--- config.mk ---
export PLATFORM = sky130hd
export DESIGN_NAME = cssel_top
export DESIGN_NICKNAME = d
export VERILOG_FILES = /design/src/cssel_pkg.sv /design/src/cssel_delay_cnt.sv /design/src/cssel_prescaler.sv /design/src/cssel_top.sv
export SDC_FILE = /design/constraint.sdc
export NUM_CORES = 1
export LEC_CHECK = 0
export ABC_CLOCK_PERIOD_IN_PS = 7300
export BUFFER_PORTS_ARGS = -buffer_cell sky130_fd_sc_hd__buf_2
export CELL_PAD_IN_SITES_DETAIL_PLACEMENT = 1
export CELL_PAD_IN_SITES_GLOBAL_PLACEMENT = 1
export CORE_UTILIZATION = 26
export DETAILED_ROUTE_END_ITERATION = 6
export GPL_TIMING_DRIVEN = 0
export PLACE_DENSITY_LB_ADDON = 0.1
export SLEW_MARGIN = 20
export SYNTH_ARGS = -nofsm -noshare
export SYNTH_HDL_FRONTEND = slang
export SYNTH_SLANG_ARGS = --single-unit
--- constraint.sdc ---
create_clock -name clk -period 7.3 [get_ports clk]
set_input_delay 1.095 -clock clk [delete_from_list [all_inputs] [get_ports clk]]
set_output_delay 1.095 -clock clk [all_outputs]
set_load 0.02 [all_outputs]
--- src/cssel_pkg.sv ---
`default_nettype none
package cssel_pkg;

  // ----------------------------------------
  // fuse encodings
  // ----------------------------------------
  localparam logic [3:0] SRC_EXT     = 4'h0;
  localparam logic [3:0] SRC_RC      = 4'h2;
  localparam logic [3:0] SRC_128K    = 4'h3;
  localparam logic [3:0] SRC_LF_FAST = 4'h6;
  localparam logic [3:0] SRC_LF_SLOW = 4'h7;

  localparam logic [1:0] STARTUP_BASE = 2'h0;
  localparam logic [1:0] STARTUP_FAST = 2'h1;
  localparam logic [1:0] STARTUP_SLOW = 2'h2;
  localparam logic [1:0] STARTUP_RSVD = 2'h3;

  localparam logic [3:0] PS_DIV1 = 4'h0;
  localparam logic [3:0] PS_DIV8 = 4'h3;
  localparam logic [3:0] PS_MAX  = 4'h8;

  // ----------------------------------------
  // source codes
  // ----------------------------------------
  typedef enum logic [2:0] {
    CSSEL_SRC_NONE = 3'h0,
    CSSEL_SRC_EXT  = 3'h1,
    CSSEL_SRC_RC   = 3'h2,
    CSSEL_SRC_128K = 3'h3,
    CSSEL_SRC_LF   = 3'h4
  } cssel_src_t;

  // ----------------------------------------
  // timing, in source cycles
  // ----------------------------------------
  localparam int unsigned CNT_W = 24;
  localparam logic [CNT_W-1:0] WAKE_SHORT_CK = 24'h000006;
  localparam logic [CNT_W-1:0] WAKE_1K_CK    = 24'h000400;
  localparam logic [CNT_W-1:0] WAKE_32K_CK   = 24'h008000;
  localparam logic [CNT_W-1:0] RESET_BASE_CK = 24'h00000e;

  // delay times in microseconds as printed
  localparam int unsigned T_FAST_US      = 4100;
  localparam int unsigned T_SLOW_US      = 65000;
  localparam int unsigned T_FAST_128K_US = 4000;
  localparam int unsigned T_SLOW_128K_US = 64000;
  localparam int unsigned CLK_MHZ        = 40;

endpackage
`default_nettype wire

--- src/cssel_delay_cnt.sv ---
`timescale 1ns/1ps
`default_nettype none
module cssel_delay_cnt (
  // clock and reset
  input  wire logic                         clk,
  input  wire logic                         srst,
  // control
  input  wire logic                         load,
  input  wire logic [cssel_pkg::CNT_W-1:0]  load_val,
  input  wire logic                         tick,
  // status
  output logic                              busy
);

  typedef struct packed {
    logic [cssel_pkg::CNT_W-1:0] cnt;
  } cssel_dc_state_t;

  cssel_dc_state_t st_q;
  cssel_dc_state_t st_d;

  always_comb begin
    st_d = st_q;
    if (load) begin
      st_d.cnt = load_val;
    end else if (tick && st_q.cnt != '0) begin
      st_d.cnt = st_q.cnt - 1'b1;
    end
  end

  always_ff @(posedge clk) begin
    if (srst) begin
      st_q <= '0;
    end else begin
      st_q <= st_d;
    end
  end

  assign busy = (st_q.cnt != '0);

endmodule
`default_nettype wire

--- src/cssel_prescaler.sv ---
`timescale 1ns/1ps
`default_nettype none
module cssel_prescaler (
  // clock and reset
  input  wire logic       clk,
  input  wire logic       srst,
  // control
  input  wire logic       src_tick,
  input  wire logic [3:0] sel,
  // output
  output logic            sys_tick
);

  typedef struct packed {
    logic [8:0] div;
    logic       tick;
  } cssel_ps_state_t;

  cssel_ps_state_t st_q;
  cssel_ps_state_t st_d;
  logic [8:0]      limit;

  // reserved selections fall back to the largest factor
  always_comb begin
    if (sel > cssel_pkg::PS_MAX) begin
      limit = 9'((10'h001 << cssel_pkg::PS_MAX) - 10'h001);
    end else begin
      limit = 9'((10'h001 << sel) - 10'h001);
    end
  end

  always_comb begin
    st_d      = st_q;
    st_d.tick = 1'b0;
    if (src_tick) begin
      if (st_q.div >= limit) begin
        st_d.div  = '0;
        st_d.tick = 1'b1;
      end else begin
        st_d.div = st_q.div + 9'h001;
      end
    end
  end

  always_ff @(posedge clk) begin
    if (srst) begin
      st_q <= '0;
    end else begin
      st_q <= st_d;
    end
  end

  assign sys_tick = st_q.tick;

endmodule
`default_nettype wire

--- src/cssel_top.sv ---
// Functional notes
// fuse codes 0110 and 0111 select the low-frequency watch crystal.
// crystal wake waits 1K cycles for 0110, 32K cycles for 0111.
// crystal reset delay 14 cycles, plus 4.1 ms or 65 ms by fuse.
// fuse code 0010 selects the 8 MHz internal RC oscillator.
// every reset copies factory calibration into the trim register.
// software writes to the trim register retune the RC immediately.
// watchdog and reset time-out stay on the watchdog oscillator; here the reset time-out counts clk cycles instead.
// RC wake 6 cycles; reset 14 cycles plus 4.1 or 65 ms.
// shipped with RC, slow-power start-up and divide-by-eight fuse.
// divide-by-eight fuse divides internal clock by eight.
// fuse code 0011 selects the 128 kHz internal oscillator.
// 128 kHz wake 6 cycles; reset 14 cycles plus 4 or 64 ms.
// fuse code 0000 selects external clock input, 0 to 20 MHz.
// external clock wake 6 cycles; reset 14 plus 4.1 or 65 ms.
// external driver holds reset for frequency steps over 2 percent.
// timer oscillator needs system clock four times its own rate.
// timer oscillator usable only with the RC oscillator selected.
// enable bit set lets timer pin one take an external clock.
// prescaler select resets to 0011 with fuse, else 0000.
// fuses sampled at reset, counts in source cycles, others reserved.
`timescale 1ns/1ps
`default_nettype none
module cssel_top #(
  parameter logic [7:0] FACTORY_CAL    = 8'h80,
  parameter logic [3:0] SHIP_CKSRC     = cssel_pkg::SRC_RC,
  parameter logic [1:0] SHIP_START     = cssel_pkg::STARTUP_SLOW,
  parameter logic       SHIP_DIV8      = 1'b1,
  parameter int unsigned CNT_FAST      = cssel_pkg::T_FAST_US
                                         * cssel_pkg::CLK_MHZ,
  parameter int unsigned CNT_SLOW      = cssel_pkg::T_SLOW_US
                                         * cssel_pkg::CLK_MHZ,
  parameter int unsigned CNT_FAST_128K = cssel_pkg::T_FAST_128K_US
                                         * cssel_pkg::CLK_MHZ,
  parameter int unsigned CNT_SLOW_128K = cssel_pkg::T_SLOW_128K_US
                                         * cssel_pkg::CLK_MHZ
) (
  // clock and reset
  input  wire logic       clk,
  input  wire logic       srst,
  // fuses
  input  wire logic [3:0] clock_source_select_fuses,
  input  wire logic [1:0] startup_time_fuses,
  input  wire logic       divide_by_eight_fuse,
  input  wire logic       fuses_blank,
  // source ticks, one cycle each
  input  wire logic       ext_tick,
  input  wire logic       rc_tick,
  input  wire logic       lf_tick,
  input  wire logic       osc128_tick,
  input  wire logic       wdt_osc_tick,
  // power management
  input  wire logic       wake_req,
  // trim register port
  input  wire logic       trim_we,
  input  wire logic [7:0] trim_wdata,
  output logic      [7:0] oscillator_trim_register,
  // prescaler port
  input  wire logic       presc_we,
  input  wire logic [3:0] presc_wdata,
  output logic      [3:0] prescaler_select_field,
  // timer oscillator
  input  wire logic       timer_osc_en,
  input  wire logic       timer_osc_external_input_enable,
  input  wire logic       timer_osc_pin_one,
  output logic            timer_osc_clk,
  output logic            timer_osc_usable,
  // status
  output logic      [2:0] active_source,
  output logic            source_reserved,
  output logic            cpu_hold,
  output logic            sys_clk_tick,
  output logic            wdt_clk_tick
);

  // ----------------------------------------
  // state
  // ----------------------------------------
  typedef enum logic [3:0] {
    ST_SAMPLE = 4'b0001,
    ST_BASE   = 4'b0010,
    ST_EXTRA  = 4'b0100,
    ST_RUN    = 4'b1000
  } cssel_fsm_t;

  typedef struct packed {
    cssel_fsm_t              fsm;
    cssel_pkg::cssel_src_t   src;
    logic [3:0]              cksrc;
    logic [1:0]              startup;
    logic [7:0]              trim;
    logic [3:0]              presc;
    logic [2:0]              pin_sync;
    logic                    pin_lvl;
    logic                    wake_pend;
  } cssel_state_t;

  cssel_state_t st_q;
  cssel_state_t st_d;

  logic                          src_tick;
  logic                          dc_load;
  logic [cssel_pkg::CNT_W-1:0]   dc_val;
  logic                          dc_tick;
  logic                          dc_busy;
  logic                          ps_tick;
  logic [3:0]                    eff_cksrc;
  logic [1:0]                    eff_start;
  logic                          eff_div8;

  // ----------------------------------------
  // fuse values, shipped defaults when blank
  // ----------------------------------------
  // shipped defaults
  assign eff_cksrc = fuses_blank ? SHIP_CKSRC : clock_source_select_fuses;
  assign eff_start = fuses_blank ? SHIP_START : startup_time_fuses;
  assign eff_div8  = fuses_blank ? SHIP_DIV8  : divide_by_eight_fuse;

  // ----------------------------------------
  // selected source tick
  // ----------------------------------------
  always_comb begin
    case (st_q.src)
      cssel_pkg::CSSEL_SRC_EXT:  src_tick = ext_tick;
      cssel_pkg::CSSEL_SRC_RC:   src_tick = rc_tick;
      cssel_pkg::CSSEL_SRC_128K: src_tick = osc128_tick;
      cssel_pkg::CSSEL_SRC_LF:   src_tick = lf_tick;
      default:                   src_tick = 1'b0;
    endcase
  end

  // ----------------------------------------
  // sequencing
  // ----------------------------------------
  always_comb begin
    st_d    = st_q;
    dc_load = 1'b0;
    dc_val  = '0;
    // source-cycle counting
    dc_tick = src_tick;
    st_d.pin_sync = {st_q.pin_sync[1:0], timer_osc_pin_one};
    if (st_q.pin_sync[2] == st_q.pin_sync[1]) begin
      st_d.pin_lvl = st_q.pin_sync[1];
    end
    // run-time trim write
    if (trim_we) begin
      st_d.trim = trim_wdata;
    end
    if (presc_we) begin
      st_d.presc = presc_wdata;
    end
    case (st_q.fsm)
      ST_SAMPLE: begin
        // fuses sampled only here
        st_d.cksrc = eff_cksrc;
        st_d.startup = eff_start;
        // prescaler reset value
        st_d.presc = eff_div8 ? cssel_pkg::PS_DIV8 : cssel_pkg::PS_DIV1;
        case (eff_cksrc)
          // external clock
          cssel_pkg::SRC_EXT:     st_d.src = cssel_pkg::CSSEL_SRC_EXT;
          // rc oscillator
          cssel_pkg::SRC_RC:      st_d.src = cssel_pkg::CSSEL_SRC_RC;
          // 128 khz oscillator
          cssel_pkg::SRC_128K:    st_d.src = cssel_pkg::CSSEL_SRC_128K;
          // watch crystal codes
          cssel_pkg::SRC_LF_FAST: st_d.src = cssel_pkg::CSSEL_SRC_LF;
          cssel_pkg::SRC_LF_SLOW: st_d.src = cssel_pkg::CSSEL_SRC_LF;
          default:                st_d.src = cssel_pkg::CSSEL_SRC_NONE;
        endcase
        // 14 cycle base delay
        dc_load = 1'b1;
        dc_val  = cssel_pkg::RESET_BASE_CK;
        // reserved source or sut code parks the block held
        if (eff_start != cssel_pkg::STARTUP_RSVD &&
            st_d.src != cssel_pkg::CSSEL_SRC_NONE) begin
          st_d.fsm = ST_BASE;
        end
      end
      ST_BASE: begin
        if (!dc_busy) begin
          // time-out loaded here, then counted on every clk cycle, not the watchdog oscillator
          dc_tick = 1'b0;
          dc_load = 1'b1;
          st_d.fsm = ST_EXTRA;
          // 128 khz has its own times
          if (st_q.src == cssel_pkg::CSSEL_SRC_128K) begin
            if (st_q.startup == cssel_pkg::STARTUP_FAST) begin
              dc_val = CNT_FAST_128K[cssel_pkg::CNT_W-1:0];
            end else if (st_q.startup == cssel_pkg::STARTUP_SLOW) begin
              dc_val = CNT_SLOW_128K[cssel_pkg::CNT_W-1:0];
            end
          // R14: same extra time
          end else if (st_q.startup == cssel_pkg::STARTUP_FAST) begin
            dc_val = CNT_FAST[cssel_pkg::CNT_W-1:0];
          end else if (st_q.startup == cssel_pkg::STARTUP_SLOW) begin
            dc_val = CNT_SLOW[cssel_pkg::CNT_W-1:0];
          end
        end
      end
      ST_EXTRA: begin
        // extra time runs on the fixed system clock, not the source
        dc_tick = 1'b1;
        if (!dc_busy) begin
          st_d.fsm = ST_RUN;
        end
      end
      ST_RUN: begin
        if (wake_req) begin
          dc_load = 1'b1;
          st_d.fsm = ST_BASE;
          st_d.wake_pend = 1'b1;
          // crystal wake by code
          if (st_q.src == cssel_pkg::CSSEL_SRC_LF) begin
            dc_val = (st_q.cksrc == cssel_pkg::SRC_LF_SLOW) ?
                     cssel_pkg::WAKE_32K_CK : cssel_pkg::WAKE_1K_CK;
          end else begin
            // R12: R14: short wake
            dc_val = cssel_pkg::WAKE_SHORT_CK;
          end
        end
      end
      default: st_d.fsm = ST_SAMPLE;
    endcase
    // wake skips the reset extra time
    if (st_q.wake_pend && st_q.fsm == ST_BASE && !dc_busy) begin
      st_d.fsm       = ST_RUN;
      st_d.wake_pend = 1'b0;
      dc_load        = 1'b0;
    end
  end

  always_ff @(posedge clk) begin
    if (srst) begin
      st_q.fsm       <= ST_SAMPLE;
      st_q.src       <= cssel_pkg::CSSEL_SRC_NONE;
      st_q.cksrc     <= cssel_pkg::SRC_RC;
      st_q.startup   <= cssel_pkg::STARTUP_SLOW;
      // calibration loaded on reset
      st_q.trim      <= FACTORY_CAL;
      st_q.presc     <= cssel_pkg::PS_DIV8;
      st_q.pin_sync  <= '0;
      st_q.pin_lvl   <= 1'b0;
      st_q.wake_pend <= 1'b0;
    end else begin
      st_q <= st_d;
    end
  end

  // ----------------------------------------
  // helpers
  // ----------------------------------------
  cssel_delay_cnt u_delay (
    .clk      (clk),
    .srst     (srst),
    .load     (dc_load),
    .load_val (dc_val),
    .tick     (dc_tick),
    .busy     (dc_busy)
  );

  // divide by eight via prescaler
  cssel_prescaler u_presc (
    .clk      (clk),
    .srst     (srst),
    .src_tick (src_tick),
    .sel      (st_q.presc),
    .sys_tick (ps_tick)
  );

  // ----------------------------------------
  // outputs
  // ----------------------------------------
  assign oscillator_trim_register = st_q.trim;
  assign prescaler_select_field   = st_q.presc;
  assign active_source            = st_q.src;
  assign source_reserved = (st_q.fsm == ST_SAMPLE) && !srst;
  assign cpu_hold        = (st_q.fsm != ST_RUN);
  assign sys_clk_tick    = ps_tick && (st_q.fsm == ST_RUN);
  // watchdog clock independent
  assign wdt_clk_tick    = wdt_osc_tick;
  // R16: only with rc as system clock
  assign timer_osc_usable = timer_osc_en &&
                            (st_q.src == cssel_pkg::CSSEL_SRC_RC);
  // external input on pin one
  assign timer_osc_clk = timer_osc_usable &&
                         timer_osc_external_input_enable && st_q.pin_lvl;

  // ----------------------------------------
  // checks
  // ----------------------------------------
  // trim after reset
  trim_reset_a: assert property (@(posedge clk)
    $fell(srst) |-> oscillator_trim_register == FACTORY_CAL)
    else $error("trim not loaded at reset");
  // trim write
  trim_write_a: assert property (@(posedge clk) disable iff (srst)
    trim_we |=> oscillator_trim_register == $past(trim_wdata))
    else $error("trim write lost");
  // prescaler reset value
  presc_init_a: assert property (@(posedge clk) disable iff (srst)
    st_q.fsm == ST_SAMPLE && !presc_we |=>
      prescaler_select_field == ($past(eff_div8) ? 4'h3 : 4'h0))
    else $error("prescaler reset value wrong");
  // timer osc needs rc
  tosc_rc_a: assert property (@(posedge clk) disable iff (srst)
    timer_osc_usable |-> active_source == 3'h2)
    else $error("timer oscillator without rc");
  // crystal select
  lf_select_a: assert property (@(posedge clk) disable iff (srst)
    st_q.fsm == ST_SAMPLE && eff_cksrc[3:1] == 3'h3 |=>
      active_source == 3'h4)
    else $error("crystal not selected");
  // short wake
  wake_short_a: assert property (@(posedge clk) disable iff (srst)
    st_q.fsm == ST_RUN && wake_req && st_q.src != 3'h4 |=>
      cpu_hold [*1] ##0 u_delay.st_q.cnt == 24'h000006)
    else $error("wake count wrong");
  // long wake
  wake_long_a: assert property (@(posedge clk) disable iff (srst)
    st_q.fsm == ST_RUN && wake_req && st_q.cksrc == 4'h7 &&
    st_q.src == 3'h4 |=> u_delay.st_q.cnt == 24'h008000)
    else $error("crystal wake count wrong");
  // base delay
  base_hold_a: assert property (@(posedge clk) disable iff (srst)
    $rose(st_q.fsm == ST_BASE) && !st_q.wake_pend |->
      cpu_hold [*8])
    else $error("released too early");
  // reserved code holds
  code_reserved_a: assert property (@(posedge clk) disable iff (srst)
    st_q.fsm == ST_SAMPLE && eff_start == cssel_pkg::STARTUP_RSVD |=>
      cpu_hold)
    else $error("reserved code released");

endmodule
`default_nettype wire
* Word-level counts from Yosys, hierarchy flattened *
Index checks and enable logic that the tools add are counted.

word-level totals
  memories kept = 0
  logic and storage cells = 104
  output and inout port bits = 21
  memory bits (read-only) = 0
  register bits = 64
  RAM bits = 0
  latch bits = 0

cells by class
  bitwise gates (word level) = 1
  shift-type cells = 1
  add/sub/neg operators = 3
  reduce and logical (&&, ||, !) cells = 22
  magnitude comparators = 2
  eq/ne operators = 26
  div/mod/pow operators = 0
  mux-type cells = 36
  $mul = 0

operator list
  kind                   number
  $mux 24                4
  $mux 22                4
  $pmux 24 s3            1
  $mux 16                3
  $mux 4                 8
  $reduce_bool 24->1     1
  $sub 24x1->24 const B  1
  $mux 9                 2
  $eq 4x3->1 const B     4
  $pmux 4 s4             1
  $eq 4x2->1 const B     3
  $pmux 3 s4             1
  $ne 2x2->1 const B     5
  $add 9x1->9 const B    1
  $ge 9x9->1             1
  $logic_and 1x1->1      9
  $ne 3x3->1 const B     3
  $shl 1x4->9 const A    1
  $sub 9x1->9 const B    1
  $reduce_and 4->1       2
  $eq 3x2->1 const B     2
  $mux 1                 6
  $reduce_or 2->1        3
  $eq 4x1->1 const B     1
  other kinds (20)       23

* Longest topological paths before layout *
  word-level depth = 10
  depth in mapped cells = 14
  depth with buffers taken out = 12

* By module *
A second synthesis with hierarchy kept.

unflattened totals
  cell total of the unflattened synthesis = 498
  area total of the unflattened synthesis = 4142.7 sq um

modules (own cells, without submodules)
  module           cells an instance  area each (sq um)  seq. area each (sq um)  times used
  cssel_top        193                1697.9             600.6                   1
  cssel_delay_cnt  199                1645.3             480.5                   1
  cssel_prescaler  106                799.5              200.2                   1

* Least setup slack after synthesis *
Ideal clock, no wire load.

  kind = input port to output port
  start point = in timer_osc_en
  end point = out timer_osc_clk
  arrival time = 2.173 ns
  slack = 4.032 ns
  stages on the path = 2
  path buffers = 0
  cells stage by stage = nor4bb_1 -> and3_1

between the ends
  cells in the longest elaborated chain, start to end = 3

ends and longest elaborated chain
  item               RTL line          source
  start, declared    cssel_top.sv:63   input wire logic timer_osc_en,
  $logic_and 1x1->1  cssel_top.sv:283  assign timer_osc_usable = timer_osc_en &&
  $logic_and 1x1->1  cssel_top.sv:286  assign timer_osc_clk = timer_osc_usable &&
  $logic_and 1x1->1  cssel_top.sv:287  timer_osc_external_input_enable && st_q.pin_lvl;
  end, declared      cssel_top.sv:66   output logic timer_osc_clk,

Every way passes these cells.

* Worst setup path in the final report *
  start point = in srst
  end point = out source_reserved

between the ends
  cells in the longest elaborated chain, start to end = 2

ends and longest elaborated chain
  item               RTL line          source
  start, declared    cssel_top.sv:40   input wire logic srst,
  $logic_not 1->1    cssel_top.sv:277  assign source_reserved = (st_q.fsm == ST_SAMPLE) && !srst;
  $logic_and 1x1->1  cssel_top.sv:277
  end, declared      cssel_top.sv:70   output logic source_reserved,

Every way passes these cells.

==> flow_metrics.tcl <==
set metrics [dict create \
    p_switching_uw 630 \
    finalSetupTns_ns 0 \
    ys_warn_count 0 \
    clock-sinks 64 \
    drt_iter0_drc 144 \
    root_buffer "clkbuf_16" \
    htreeDepth 3 \
    antenna_found_initial 0 \
    gp_congestion 0.816 \
    ys_ff_latch 64 \
    first_global_vias 3717 \
    rsz0062_at_grt "false" \
    holdWs_ns 0.439 \
    dieHeight_um 124 \
    cp_data_arrival_time_ns 2.38 \
    critical_path_peak_fanout 10 \
    die_x_um 124 \
    final_cells 731 \
    ys_top_cells_by_area "dfxtp_1, nor2_1, ha_1, nor3_1, mux2i_1" \
    r2r-start "prescaler_select_field[0]$_SDFFE_PP1P_" \
    p_int_uw 971 \
    postSynthCellCount 483 \
    synth_nets 531 \
    synth_edf_count 0 \
    grtUsageTotal_pct 17.3 \
    grt_pass1_wl_um 19700 \
    grt_overflow_total 0 \
    r2r_end "u_presc.sys_tick$_SDFF_PP0_" \
    drive_gt1_share_pct 18.8 \
    cts_buffers 9 \
    yosysMostFrequentCell "dfxtp_1" \
    netSwitchingFraction_pct 39.3 \
    ys_async_sr_fraction_pct 0 \
    finalMaxSlewViolations 0 \
    skew_ns 0.00306 \
    worstSkewPairLatency_ns 0.34 \
    vdd_drop_max_mv 0.120 \
    viasPerCell 5.10 \
    slew_headroom_pct 26.2 \
    syn_area_sq_mm 0.00386 \
    synth_ff_type "dfxtp_1" \
    die_area_sq_mm 0.0154 \
    cp.required_ns 6.20 \
    max_freq_mhz 288 \
    io_pins 54 \
    hp-class "reg2reg" \
    initial_core_util_pct 26.6 \
    hold_buffers 0 \
    core-area_sq_mm 0.0145 \
    grt_max_degree 12 \
    cts_resized 0 \
    post-route-period-util_pct 47.6 \
    cts_buffer_depth 2 \
    clk_pin_slew_worst_paths_ns 0.06 \
    hpwl_um 9140 \
    status "completed" \
    wl_per_cell_um 16.7 \
    tightest_slew_ns 1.11 \
    yosys.area.top_type "dfxtp_1" \
    synth.top_cells.by_count "dfxtp_1, nor2_1, nand2_1" \
    r2r_cells 14 \
    place_inst 716 \
    maxCapViolations 0 \
    cts_tree "yes" \
    rows 44 \
    detail-route-antenna-nets 0 \
    totalWireLength_um 12200 \
    min_period_ns 3.47 \
    ys_types 66 \
    final_nets 591 \
    portBuffers 49 \
    reg2reg_slack_ns 3.97 \
    p_leak_uw 0.00185 \
    clkPwrFrac_pct 31.6 \
    min_to "st_d[4]$_SDFF_PP0_" \
    seq_area_frac_synth_pct 33.2 \
    crit_type "in2out" \
    synth_area_per_cell_sq_um 8.00 \
    cp-startpoint "srst" \
    drc 0 \
    start_kind "input port" \
    dr.pass1.iters 4 \
    hold_violations 0 \
    pwr-share-comb_pct 40.7 \
    insertedDiodeCount 0 \
    route.vias.total 3727 \
    pwr-share-seq_pct 27.7 \
    p_per_area_mw_per_mm2 342 \
    cts_setup_buffers 0 \
    whs_path_depth 1 \
    area_growth_pct 21.2 \
    setup_viol 0 \
    yosys.area.top_type_share_pct 33.2 \
    utilization_pct 32.2 \
    min_from "st_d[3]$_SDFF_PP0_" \
    worstSetupEndpointType "output pin" \
]
-- metal layers --
layer	track usage, %	vias to the layer above	routed length (um)
met3	4.40	12	374
met5	0	-	0
met2	28.7	60	5860
met4	5.95	0	189
li1	-	1834	-
met1	21.7	1821	5780
-- state kept, by name, indices dropped and copies added, names as in the netlist --
name                      flops
u_presc.sys_tick              1
active_source                 3
u_delay.st_q                 24
u_presc.st_q                  9
st_q                         13
oscillator_trim_register      8
prescaler_select_field        4
st_d                          2
-- kinds of logic after synthesis --
kind of cell | share of synthesized area [%]
AND/OR/NAND/NOR | 29.3
adder cells (fa/ha/maj) | 4.86
buffers and inverters | 6.80
multiplexers | 5.08
flip-flops | 33.2
AO/OA/AOI/OAI | 16.3
XOR/XNOR | 4.53
-- worst max-delay path: stages --
cell      delay (ns)
buf_2           0.12
clkbuf_1        0.46
buf_1           0.43
nor2_1          0.09
buf_2           0.18
-- layout by cell type (no fill, tap or decap), drive strengths merged, types with 15 or more instances in the layout --
cell and count:
a21oi 30, buf 73, clkbuf 29, dfxtp 64, ha 15, mux2i 17
nand2 38, nor2 62, nor3 36, o21ai 25
-- power by group through the flow --
stage	clock, uW	sequential, uW	combinational, uW
CTS	522	443	662
floorplan	0	436	475
finish	506	443	652
global route	536	450	728
detailed placement	0	450	658
global placement	0	448	651
-- layout make-up --
cell class              instances  area, sq um
repair buffers                 49          245
plain buffers                  43          229
multi-input cells             367         2320
fillers                      1801         9850
clock buffers                  10          239
flip-flops and latches         64         1280
inverters                       9         33.8
clock inverters                 5          105
well taps                     184          230
-- worst max path at each step --
stage,to,slack [ns],cells after the start
2_1_floorplan,timer_osc_clk,4.03,2
3_3_place_gp,source_reserved,3.77,5
3_5_place_dp,source_reserved,3.75,5
4_1_cts,source_reserved,3.75,5
5_1_grt,u_presc.st_q[7]$_SDFFE_PP0P_,3.60,14
6_report,source_reserved,3.83,5
-- metrics by stage --
stage	worst slack (ns)	total power, uW	instance area [sq um]
after detailed placement	3.75	1110	4340
final	3.83	1600	4680
after global placement	3.77	1100	4340
after global routing	3.60	1710	4680
after floorplan	4.03	911	3860
after CTS	3.75	1630	4680
(Power assumes the default switching activity.)
